$ cat src/design/pbm_pkg.sv
// Overview of operation
// - cue mode: capture, listen, clear act on cue
// - cue mode skip steps cue, blinks its number
// - buttons ignored while the led blinks
// - skip held then capture leaves cue mode
// - cue length limited by sample rate
// - empty memory: both pointers at start
// - stored messages: pointers after and at last
// - capture low records until release or full
// - record end updates both pointers
// - record start: led on, or cue one first
// - record stop: led off, or cue two first
// - corrupt memory: seven blinks, operation refused
// - capture ignored during playback or skip
// - listen pulse plays message, led flashes
// - listen pulse stops playback, pointer kept
// - listen held loops through messages
// - loop without cues: one or two flashes
// - loop with cues: cue one or two between
// - listen ignored during record or skip
// - skip advances pointer, wraps last to first
// - skip not on last: advance, one blink
// - skip on last: pointer to first message
// - wrap shows two blinks or cue two
// - skip held then capture enters cue mode
package pbm_pkg;

	// ==========================================
	// clock and times
	localparam int unsigned CLK_HZ     = 125_000_000;
	localparam int unsigned CYC_PER_MS = CLK_HZ / 1000;
	localparam int unsigned CUE_MS_12K = 330;
	localparam int unsigned CUE_MS_8K  = 500;
	localparam int unsigned CUE_MS_6K4 = 625;
	localparam int unsigned CUE_MS_5K3 = 750;
	localparam int unsigned CUE_MS_4K  = 1000;
	localparam int unsigned DEB_MS     = 10;
	localparam int unsigned LS1_MS     = 250;
	localparam int unsigned LS2_MS     = 150;
	localparam int unsigned HOLD_MS    = 3000;

	// ==========================================
	// memory layout and indication counts
	localparam int unsigned ROW_W          = 11;
	localparam logic [3:0]  CUE_ROWS       = 4'h4;
	localparam logic [3:0]  CORRUPT_BLINKS = 4'h7;
	localparam logic [3:0]  STEP_BLINKS    = 4'h1;
	localparam logic [3:0]  WRAP_BLINKS    = 4'h2;
	localparam logic [1:0]  CUE_ONE        = 2'h0;
	localparam logic [1:0]  CUE_TWO        = 2'h1;
	localparam logic [1:0]  CUE_FOUR       = 2'h3;

	// ==========================================
	// sample rate codes
	localparam logic [2:0] RATE_12K = 3'h0;
	localparam logic [2:0] RATE_8K  = 3'h1;
	localparam logic [2:0] RATE_6K4 = 3'h2;
	localparam logic [2:0] RATE_5K3 = 3'h3;

	// ==========================================
	// types
	typedef struct packed {
		logic capture;
		logic listen;
		logic skip;
		logic clear;
	} pbm_btn_t;

	typedef enum logic [4:0] {
		S_IDLE    = 5'h01,
		S_BLINK   = 5'h02,
		S_REC     = 5'h04,
		S_PLAY    = 5'h08,
		S_CUE_REC = 5'h10
	} pbm_state_t;

	typedef struct packed {
		pbm_state_t       state;
		pbm_state_t       ret;
		logic [3:0]       blinks;
		logic [31:0]      per;
		logic [31:0]      tmr;
		logic [31:0]      hold;
		logic             led;
		logic             rec_on;
		logic             play_on;
		logic             cue_play;
		logic [1:0]       cue_sel;
		logic             cue_mode;
		logic [1:0]       cue_idx;
		logic             cue_clear;
		logic [ROW_W-1:0] play_ptr;
		logic [ROW_W-1:0] rec_ptr;
		logic [ROW_W-1:0] save_play;
		logic [ROW_W-1:0] save_rec;
		logic             init;
	} pbm_st_t;

	typedef struct packed {
		logic        sync1;
		logic        sync2;
		logic        lvl;
		logic        fall;
		logic [31:0] cnt;
	} pbm_deb_t;

endpackage

$ cat src/design/pbm_top.sv
`timescale 1ns/1ps
module pbm_top #(
	parameter logic [31:0] DEB_CYC     = pbm_pkg::DEB_MS * pbm_pkg::CYC_PER_MS,
	parameter logic [31:0] LS1_CYC     = pbm_pkg::LS1_MS * pbm_pkg::CYC_PER_MS,
	parameter logic [31:0] LS2_CYC     = pbm_pkg::LS2_MS * pbm_pkg::CYC_PER_MS,
	parameter logic [31:0] HOLD_CYC    = pbm_pkg::HOLD_MS * pbm_pkg::CYC_PER_MS,
	parameter logic [31:0] CUE_CYC_12K = pbm_pkg::CUE_MS_12K * pbm_pkg::CYC_PER_MS,
	parameter logic [31:0] CUE_CYC_8K  = pbm_pkg::CUE_MS_8K * pbm_pkg::CYC_PER_MS,
	parameter logic [31:0] CUE_CYC_6K4 = pbm_pkg::CUE_MS_6K4 * pbm_pkg::CYC_PER_MS,
	parameter logic [31:0] CUE_CYC_5K3 = pbm_pkg::CUE_MS_5K3 * pbm_pkg::CYC_PER_MS,
	parameter logic [31:0] CUE_CYC_4K  = pbm_pkg::CUE_MS_4K * pbm_pkg::CYC_PER_MS
) (
	// clock and reset
	input  wire logic                     REF_CLK,
	input  wire logic                     SRST,
	// push buttons, active low
	input  wire pbm_pkg::pbm_btn_t        BUTTON_N,
	// memory manager status
	input  wire logic                     STORED_EMPTY,
	input  wire logic [pbm_pkg::ROW_W-1:0] STORED_FREE_ROW,
	input  wire logic [pbm_pkg::ROW_W-1:0] STORED_LAST_ROW,
	input  wire logic [pbm_pkg::ROW_W-1:0] NEXT_START_ROW,
	input  wire logic [pbm_pkg::ROW_W-1:0] FIRST_START_ROW,
	input  wire logic                     PTR_IS_LAST,
	input  wire logic [pbm_pkg::ROW_W-1:0] WRITE_ROW,
	input  wire logic                     MEM_FULL,
	input  wire logic                     MSG_END,
	input  wire logic                     CMA_BAD,
	input  wire logic [3:0]               CUE_PROG,
	input  wire logic [2:0]               RATE_SEL,
	// indication and engine control
	output logic                          LED,
	output logic                          REC_ON,
	output logic                          PLAY_ON,
	output logic                          CUE_PLAY,
	output logic [1:0]                    CUE_SEL,
	output logic                          CUE_MODE,
	output logic                          CUE_CLEAR,
	output logic [pbm_pkg::ROW_W-1:0]     REC_PTR,
	output logic [pbm_pkg::ROW_W-1:0]     PLAY_PTR
);
	import pbm_pkg::*;

	pbm_st_t    q;
	pbm_st_t    d;
	logic [3:0] pin_v;
	logic [3:0] lvl_v;
	logic [3:0] fall_v;
	pbm_btn_t   lvl;
	pbm_btn_t   fall;
	logic [31:0] cue_len;

	// ==========================================
	// button filters
	assign pin_v = BUTTON_N;
	generate
		for (genvar i = 0; i < 4; i++) begin : g_deb
			pbm_debounce #(.DEB_CYC(DEB_CYC)) u_deb (
				.clk    (REF_CLK),
				.srst   (SRST),
				.pin_n  (pin_v[i]),
				.level_q(lvl_v[i]),
				.fall_q (fall_v[i])
			);
		end
	endgenerate
	assign lvl  = lvl_v;
	assign fall = fall_v;

	// ==========================================
	// helpers
	function automatic logic [31:0] cue_len_f(input logic [2:0] rate);
		case (rate)
			RATE_12K: cue_len_f = CUE_CYC_12K;
			RATE_8K:  cue_len_f = CUE_CYC_8K;
			RATE_6K4: cue_len_f = CUE_CYC_6K4;
			RATE_5K3: cue_len_f = CUE_CYC_5K3;
			default:  cue_len_f = CUE_CYC_4K;
		endcase
	endfunction

	// start n flashes; a programmed cue sets the period and plays alongside
	function automatic pbm_st_t blink_f(input pbm_st_t st, input logic [3:0] n, input logic [1:0] idx,
		input logic prog, input logic [31:0] clen, input pbm_state_t ret);
		pbm_st_t r;
		r          = st;
		r.state    = S_BLINK;
		r.ret      = ret;
		r.blinks   = n;
		r.tmr      = '0;
		r.led      = 1'b1;
		r.rec_on   = 1'b0;
		r.play_on  = 1'b0;
		r.cue_play = prog;
		r.cue_sel  = idx;
		r.per      = prog ? clen : ((idx == CUE_ONE) ? LS1_CYC : LS2_CYC);
		blink_f    = r;
	endfunction

	function automatic logic [ROW_W-1:0] cue_row_f(input logic [1:0] idx);
		cue_row_f = ROW_W'(idx) * ROW_W'(CUE_ROWS);
	endfunction

	assign cue_len = cue_len_f(RATE_SEL);

	// ==========================================
	// control state machine
	always_comb begin
		d           = q;
		d.cue_clear = 1'b0;
		d.init      = 1'b0;
		// skip hold timer; parks past HOLD_CYC once used so one hold toggles once
		if (lvl.skip) begin
			d.hold = '0;
		end else if (q.hold < HOLD_CYC) begin
			d.hold = q.hold + 32'h1;
		end
		if (q.init) begin
			d.rec_ptr  = STORED_EMPTY ? '0 : STORED_FREE_ROW;
			d.play_ptr = STORED_EMPTY ? '0 : STORED_LAST_ROW;
		end
		case (q.state)
			S_IDLE: begin
				d.led      = 1'b0;
				d.rec_on   = 1'b0;
				d.play_on  = 1'b0;
				d.cue_play = 1'b0;
				if (!q.cue_mode && CMA_BAD && (fall != '0)) begin
					d = blink_f(d, CORRUPT_BLINKS, CUE_ONE, 1'b0, cue_len, S_IDLE);
				end else if (q.hold == HOLD_CYC && !lvl.capture) begin
					d.hold = HOLD_CYC + 32'h1;
					if (q.cue_mode) begin
						d.cue_mode = 1'b0;
						d.play_ptr = q.save_play;
						d.rec_ptr  = q.save_rec;
						d = blink_f(d, WRAP_BLINKS, CUE_TWO, CUE_PROG[1], cue_len, S_IDLE);
					end else begin
						d.cue_mode  = 1'b1;
						d.cue_idx   = CUE_ONE;
						d.save_play = q.play_ptr;
						d.save_rec  = q.rec_ptr;
						d.play_ptr  = cue_row_f(CUE_ONE);
						d.rec_ptr   = cue_row_f(CUE_ONE);
						d = blink_f(d, STEP_BLINKS, CUE_ONE, 1'b0, cue_len, S_IDLE);
					end
				end else if (fall.skip && q.cue_mode) begin
					// cue four wraps to cue one through the two-bit index
					d.cue_idx  = q.cue_idx + 2'h1;
					d.play_ptr = cue_row_f(d.cue_idx);
					d.rec_ptr  = cue_row_f(d.cue_idx);
					d = blink_f(d, {2'h0, d.cue_idx} + 4'h1, CUE_ONE, 1'b0, cue_len, S_IDLE);
				end else if (fall.skip && PTR_IS_LAST) begin
					d.play_ptr = FIRST_START_ROW;
					d = blink_f(d, WRAP_BLINKS, CUE_TWO, CUE_PROG[1], cue_len, S_IDLE);
				end else if (fall.skip) begin
					d.play_ptr = NEXT_START_ROW;
					d = blink_f(d, STEP_BLINKS, CUE_ONE, CUE_PROG[0], cue_len, S_IDLE);
				end else if (fall.capture && lvl.skip && q.cue_mode) begin
					d.state   = S_CUE_REC;
					d.rec_on  = 1'b1;
					d.led     = 1'b1;
					d.tmr     = '0;
					d.cue_sel = q.cue_idx;
				end else if (fall.capture && lvl.skip && CUE_PROG[0]) begin
					d = blink_f(d, STEP_BLINKS, CUE_ONE, 1'b1, cue_len, S_REC);
				end else if (fall.capture && lvl.skip) begin
					d.state  = S_REC;
					d.rec_on = 1'b1;
					d.led    = 1'b1;
				end else if (fall.listen && lvl.skip) begin
					d.state    = S_PLAY;
					d.play_on  = 1'b1;
					d.cue_play = q.cue_mode;
					d.cue_sel  = q.cue_idx;
					d.led      = 1'b1;
					d.tmr      = '0;
				end else if (fall.clear && q.cue_mode) begin
					d.cue_clear = 1'b1;
					d.cue_sel   = q.cue_idx;
				end
			end
			// every button edge is dropped here until the last flash ends
			S_BLINK: begin
				d.tmr = q.tmr + 32'h1;
				d.led = q.tmr < (q.per >> 1);
				if (q.tmr >= q.per - 32'h1) begin
					d.tmr    = '0;
					d.led    = 1'b1;
					d.blinks = q.blinks - 4'h1;
					if (q.blinks == STEP_BLINKS) begin
						d.state    = q.ret;
						d.cue_play = 1'b0;
						d.rec_on   = (q.ret == S_REC);
						d.play_on  = (q.ret == S_PLAY);
						d.led      = (q.ret != S_IDLE);
					end
				end
			end
			// only release or full ends a recording; listen and skip edges are dropped
			S_REC: begin
				d.led = 1'b1;
				if (lvl.capture || MEM_FULL) begin
					d.rec_on   = 1'b0;
					d.rec_ptr  = WRITE_ROW;
					d.play_ptr = q.rec_ptr;
					if (CUE_PROG[1]) begin
						d = blink_f(d, WRAP_BLINKS, CUE_TWO, 1'b1, cue_len, S_IDLE);
					end else begin
						d.state = S_IDLE;
						d.led   = 1'b0;
					end
				end
			end
			// cue capture is cut at the rate-dependent length
			S_CUE_REC: begin
				d.tmr = q.tmr + 32'h1;
				if (lvl.capture || MEM_FULL || q.tmr >= cue_len - 32'h1) begin
					d.state  = S_IDLE;
					d.rec_on = 1'b0;
					d.led    = 1'b0;
				end
			end
			// capture and skip edges are dropped here; listen stops, message end may loop
			S_PLAY: begin
				d.tmr = q.tmr + 32'h1;
				if (q.tmr >= LS1_CYC - 32'h1) begin
					d.tmr = '0;
					d.led = ~q.led;
				end
				if (fall.listen || MSG_END) begin
					d.state    = S_IDLE;
					d.play_on  = 1'b0;
					d.cue_play = 1'b0;
					d.led      = 1'b0;
				end
				// a held listen button at message end, outside cue mode, loops on to the next message
				if (MSG_END && !lvl.listen && !fall.listen && !q.cue_mode) begin
					if (PTR_IS_LAST) begin
						d.play_ptr = FIRST_START_ROW;
						d = blink_f(d, WRAP_BLINKS, CUE_TWO, CUE_PROG[1], cue_len, S_PLAY);
					end else begin
						d.play_ptr = NEXT_START_ROW;
						d = blink_f(d, STEP_BLINKS, CUE_ONE, CUE_PROG[0], cue_len, S_PLAY);
					end
				end
			end
			default: begin
				d.state = S_IDLE;
			end
		endcase
	end

	// ==========================================
	// state register; init loads the stored pointers once after reset
	always_ff @(posedge REF_CLK) begin
		if (SRST) begin
			q       <= '0;
			q.state <= S_IDLE;
			q.ret   <= S_IDLE;
			q.init  <= 1'b1;
		end else begin
			q <= d;
		end
	end

	assign LED       = q.led;
	assign REC_ON    = q.rec_on;
	assign PLAY_ON   = q.play_on;
	assign CUE_PLAY  = q.cue_play;
	assign CUE_SEL   = q.cue_sel;
	assign CUE_MODE  = q.cue_mode;
	assign CUE_CLEAR = q.cue_clear;
	assign REC_PTR   = q.rec_ptr;
	assign PLAY_PTR  = q.play_ptr;

	// ==========================================
	// checks
	property p_blink_hold;
		@(posedge REF_CLK) disable iff (SRST)
		(q.state == S_BLINK && q.blinks > STEP_BLINKS) |=> (q.state == S_BLINK && !$rose(REC_ON) && !$rose(PLAY_ON));
	endproperty
	a_blink_hold: assert property (p_blink_hold) else $error("button acted during blinking");

	property p_init_empty;
		@(posedge REF_CLK) disable iff (SRST)
		(q.init && STORED_EMPTY) |=> (PLAY_PTR == '0 && REC_PTR == '0);
	endproperty
	a_init_empty: assert property (p_init_empty) else $error("pointers not at start after reset");

	property p_init_stored;
		@(posedge REF_CLK) disable iff (SRST)
		(q.init && !STORED_EMPTY) |=> (PLAY_PTR == $past(STORED_LAST_ROW) && REC_PTR == $past(STORED_FREE_ROW));
	endproperty
	a_init_stored: assert property (p_init_stored) else $error("stored pointers not loaded");

	property p_rec_full;
		@(posedge REF_CLK) disable iff (SRST)
		(q.state == S_REC && MEM_FULL) |=> (!REC_ON && q.state != S_REC);
	endproperty
	a_rec_full: assert property (p_rec_full) else $error("recording went on into full memory");

	property p_rec_ptrs;
		@(posedge REF_CLK) disable iff (SRST)
		(q.state == S_REC && (lvl.capture || MEM_FULL)) |=> (PLAY_PTR == $past(REC_PTR) && REC_PTR == $past(WRITE_ROW));
	endproperty
	a_rec_ptrs: assert property (p_rec_ptrs) else $error("pointers wrong after recording");

	property p_rec_start;
		@(posedge REF_CLK) disable iff (SRST)
		(q.state == S_IDLE && !q.cue_mode && !CMA_BAD && fall.capture && lvl.skip && !CUE_PROG[0])
			|=> (REC_ON && LED) ##1 LED;
	endproperty
	a_rec_start: assert property (p_rec_start) else $error("led not steady at record start");

	property p_corrupt;
		@(posedge REF_CLK) disable iff (SRST)
		(q.state == S_IDLE && !q.cue_mode && CMA_BAD && fall != '0)
			|=> (q.state == S_BLINK && q.blinks == CORRUPT_BLINKS && !REC_ON && !PLAY_ON);
	endproperty
	a_corrupt: assert property (p_corrupt) else $error("corrupt memory not refused");

	property p_skip_wrap;
		@(posedge REF_CLK) disable iff (SRST)
		(q.state == S_IDLE && !q.cue_mode && !CMA_BAD && fall.skip && PTR_IS_LAST)
			|=> (PLAY_PTR == $past(FIRST_START_ROW) && q.blinks == WRAP_BLINKS);
	endproperty
	a_skip_wrap: assert property (p_skip_wrap) else $error("skip from last did not wrap");

	property p_cue_len;
		@(posedge REF_CLK) disable iff (SRST)
		(q.state == S_CUE_REC) |-> (q.tmr < cue_len);
	endproperty
	a_cue_len: assert property (p_cue_len) else $error("cue ran past its length");

	property p_play_stop;
		@(posedge REF_CLK) disable iff (SRST)
		(q.state == S_PLAY && fall.listen) |=> (!PLAY_ON && PLAY_PTR == $past(PLAY_PTR));
	endproperty
	a_play_stop: assert property (p_play_stop) else $error("listen press did not stop playback");

endmodule

$ cat src/design/pbm_debounce.sv
`timescale 1ns/1ps
module pbm_debounce
	import pbm_pkg::*;
#(
	parameter logic [31:0] DEB_CYC = 32'h1
) (
	// clock and reset
	input  wire logic clk,
	input  wire logic srst,
	// raw active-low pin
	input  wire logic pin_n,
	// filtered level (high = released) and press pulse
	output logic      level_q,
	output logic      fall_q
);

	pbm_deb_t q;
	pbm_deb_t d;

	// ==========================================
	// filter: level changes only after DEB_CYC stable cycles
	always_comb begin
		d       = q;
		d.sync1 = pin_n;
		d.sync2 = q.sync1;
		d.fall  = 1'b0;
		if (q.sync2 == q.lvl) begin
			d.cnt = '0;
		end else if (q.cnt >= DEB_CYC - 32'h1) begin
			d.cnt  = '0;
			d.lvl  = q.sync2;
			d.fall = ~q.sync2;
		end else begin
			d.cnt = q.cnt + 32'h1;
		end
	end

	// released is the safe level out of reset
	always_ff @(posedge clk) begin
		if (srst) begin
			q <= '{sync1: 1'b1, sync2: 1'b1, lvl: 1'b1, fall: 1'b0, cnt: 32'h0};
		end else begin
			q <= d;
		end
	end

	assign level_q = q.lvl;
	assign fall_q  = q.fall;

endmodule

$ cat config.mk
export PLATFORM = sky130hd
export DESIGN_NAME = pbm_top
export DESIGN_NICKNAME = d
export VERILOG_FILES = /design/src/design/pbm_pkg.sv /design/src/design/pbm_top.sv /design/src/design/pbm_debounce.sv
export SDC_FILE = /design/constraint.sdc
export NUM_CORES = 1
export LEC_CHECK = 0
export ABC_AREA = 0
export CAP_MARGIN = 30
export CORE_UTILIZATION = 40
export DETAILED_ROUTE_END_ITERATION = 16
export DONT_BUFFER_PORTS = 1
export HOLD_SLACK_MARGIN = 0.15
export SYNTH_ARGS = -nofsm -noshare
export SYNTH_HDL_FRONTEND = slang
export SYNTH_SLANG_ARGS = --single-unit
$ cat constraint.sdc
create_clock -name REF_CLK -period 8.7 [get_ports REF_CLK]
set_input_delay 0.87 -clock REF_CLK [delete_from_list [all_inputs] [get_ports REF_CLK]]
set_output_delay 0.87 -clock REF_CLK [all_outputs]
set_load 0.02 [all_outputs]
==> impl_results.md <==
* Status: finished clean
* Total core area at 38900 sq um
* Final clock skew at about 12 ps
* Crit-path most repeated cell: nand2_1
* FMAX at ~200 MHz
* Synth warn at 0
* Initial antenna violation count at 1
* Worst skew pair latency at 530 ps
* Initial Util at about two fifths
* Sink Count at a little under 300
* Fin cells at 2499
* Final core occ at approximately 45%
* Delay-heaviest family, CP: simple AND/OR/NAND/NOR gates
* First-pass GRT wire length at 68400 um
* Die extent in x at slightly above 200 um
* FILL cells at around 3900
* Max_cap viols at 0
* I/O Buffers at 0
* # rows at approximately 70
* Post-synthesis sequential area ratio at around 37%
* Hold-fix buffers, CTS at 0
* Root Driver: clkbuf_16
* Die area at 40600 sq um
* Hold_ws at around 390 ps
* Post-route cell area at between 15000 and 20000 sq um
* Syn Inst Count at between 1500 and 2000
* Setup_tns at 0 ps
* Pre-CTS WS at 3700 ps
* Setup CP Type: reg -> reg
* CTS Buffer Depth at 3
* Multi-input logic area at around 9400 sq um
* Worst hold endpoint: q[0]$_SDFF_PP1_
* FF+latch count, synth at around 300
* Sum of buffers and inverters on the critical path at 0
* Hold Path Class: in -> reg
* Slew of the pin with the lowest slew margin at around 1200 ps
* Reg2reg start: q[124]$_SDFFE_PP0P_
* Slowest stage delay, CP at slightly below 700 ps
* R2R Setup Slk at about 3700 ps
* Via count at around 14000
* Total chip power at roughly 4.4 mW
* Post-synth EDFFs at 0
* Number of top-level pins at 103
* Remaining antenna violation count at 0
* PostCTS Resize Cnt at 0
* Fin crit share at between 50% and 60%
* Die span in y at 201 um
* HP Start: SRST
* Residual DRC count at 0
* CTS tree: built
* RSZ-0062 raised after global routing: false
* Iteration-0 DRC Markers at about 1200
* Grt total ovfl at 0
* Max VDD drop at between 0.15 and 0.2 mV
* Synth unique cells at slightly above 80
* Hold Crit Depth at 0
* Crit path cell chain: nor3_1 -> nand2_1 -> nor4_1 -> nand2_1 -> nor4_2 -> nand3_1 -> a21boi_0 -> ha_1 -> nand4_1 -> nor4_1 -> o311a_1 -> o31a_1 -> nand2_1 -> nand2_1 -> nor2_1
* CP arrival at about 5400 ps
* Post-synth ARST share at 0%
* Crit path required time at just over 9000 ps
* Vias in the first global route at about 13000
* Slew HR at between 10% and 20%
* First-pass DRT Iterations at 5
* Setup Buffers After CTS at 0
* Synthesized area per cell at about 8.0 sq um
* Worst path slowest cell: nor4_2
* Register-to-Register Path Depth at 15
* Layout cell share with drive strength beyond 1 at ~5.3%
* LEAKAGE at between 6 and 7 nW
* WL/cell at approximately 17 um
* Largest net degree at the start of global routing at 109
* Final max-slew violation count at 0
* Final Hold Viols at 0
* Crit path capture type: register
* Crit Path Max Fanout at 26
* PwrDens at 251 nW/um^2
* Final Critical Period at around 5000 ps
* Worst R2R End: q[114]$_SDFFE_PP0P_
* Routability Congestion at approximately 0.93
* Post-DP Area at around 16000 sq um
* Synth Flop Type: dfxtp_1
* All-Layer GR Usage at between 20% and 30%
* Total Wirelength at around 43000 um
* Mapped cell area at ~16000 sq um
* Inst Count DP at between 2000 and 2500
* CTS Buf Count at 34
* # setup viols final at 0
* Register area at a little under 6000 sq um
* Worst Setup SP: q[124]$_SDFFE_PP0P_
* Area Overhead vs Synth at 9.66%
* Setup slack after layout at 3720 ps
* DP HPWL at between 20000 and 30000 um
* Clock slew at reported path FFs at ~60 ps
* H-tree levels at 2
* Setup crit start kind: register
* Final nets at 2123
* Via/cell ratio at between 5 and 6
-- cell usage after synthesis (14+ instances only) --
cell | n | share of area [%]
nand2_1 | 228 | 5.4
clkbuf_1 | 70 | 1.7
nand4_1 | 38 | 1.5
o22ai_1 | 19 | 0.75
ha_1 | 92 | 7.2
nor4_1 | 23 | 0.90
nor2_1 | 259 | 6.1
xnor2_1 | 78 | 4.3
and3_1 | 40 | 1.6
a21oi_1 | 162 | 5.1
or2_2 | 14 | 0.55
nand3_1 | 83 | 2.6
a21o_1 | 18 | 0.85
a221oi_1 | 17 | 0.94
a22oi_1 | 14 | 0.66
o21ai_0 | 87 | 2.7
nor3_1 | 41 | 1.3
xor2_1 | 81 | 4.5
nor2b_1 | 25 | 0.98
buf_4 | 24 | 1.1
dfxtp_1 | 296 | 37
inv_1 | 60 | 1.4
-- layout make-up --
| cell class | instances | area share (%) |
|---|---|---|
| inverter | 62 | 1.33 |
| multi-input combinational | 1553 | 53.9 |
| clock inverter | 11 | 1.05 |
| antenna | 1 | 0.0143 |
| timing repair buffer | 11 | 0.516 |
| clock buffer | 47 | 5.56 |
| tap | 518 | 3.71 |
| sequential | 296 | 33.9 |
-- registers in the layout, indices dropped and copies added, names as in the netlist --
name                 flops
CUE_CLEAR                1
CUE_MODE                 1
CUE_PLAY                 1
CUE_SEL                  2
LED                      1
PLAY_ON                  1
PLAY_PTR                11
REC_ON                   1
REC_PTR                 11
g_deb.u_deb.d            4
g_deb.u_deb.fall_q       4
g_deb.u_deb.level_q      4
g_deb.u_deb.q          132
q                      122
-- worst max-delay path by stage --
stage / end / cells past startpoint
global route: q[92]$_SDFFE_PP0P_ / 15
finish: q[114]$_SDFFE_PP0P_ / 15
CTS: q[98]$_SDFFE_PP0P_ / 15
floorplan: q[151]$_SDFFE_PP0P_ / 16
global placement: q[92]$_SDFFE_PP0P_ / 15
detailed placement: q[114]$_SDFFE_PP0P_ / 15
-- logic make-up (layout without fill, tap and decap cells) --
kind of cell / count (synthesis) / in the layout / synth area share [%]
simple gates: 824 / 824 / 24.6
compound gates: 415 / 415 / 16.1
flops: 296 / 296 / 37.2
buf+inv: 172 / 131 / 4.80
xor+xnor: 159 / 159 / 8.75
fa+ha+maj: 92 / 92 / 7.23
mux: 18 / 18 / 1.23
other cells: 2 / 46 / 0.0472
-- per-layer routing --
layer  part of all wire (%)  track usage, %
met1                     45            27.9
met4                    3.0            7.41
met2                     45            32.9
met3                    6.4            3.14
met5                      0               0
-- report_power, final --
part,total (mW),internal (mW),switching (mW)
Combinational,1.30,0.463,0.835
Sequential,1.60,1.45,0.146
Clock,1.49,0.902,0.588
Total,4.39,2.82,1.57
-- worst register-to-register path, cell delays in order (launching register included) --
cell and delay [ps]:
dfxtp_1 360, nor3_1 310, nand2_1 120, nor4_1 330, nand2_1 170, nor4_2 690, nand3_1 240, a21boi_0 200
ha_1 300, nand4_1 120, nor4_1 490, o311a_1 320, o31a_1 290, nand2_1 80, nand2_1 680, nor2_1 120
-- placed cells by master (no fill, tap or decap), drive strengths merged, types with 15 or more instances in the layout --
master / synthesis / final
nor4: 25 / 25
a21oi: 162 / 162
xor2: 81 / 81
or2: 15 / 15
xnor2: 78 / 78
nand2: 228 / 228
ha: 92 / 92
nor2: 260 / 260
a221oi: 17 / 17
a21o: 18 / 18
nor2b: 25 / 25
dfxtp: 296 / 296
o22ai: 19 / 19
o21ai: 90 / 90
inv: 61 / 62
and3: 40 / 40
conb: 2 / 45
nand3: 84 / 84
nand4: 38 / 38
clkbuf: 70 / 47
nor3: 41 / 41
Note: power is estimated with default switching activity, not from simulation.
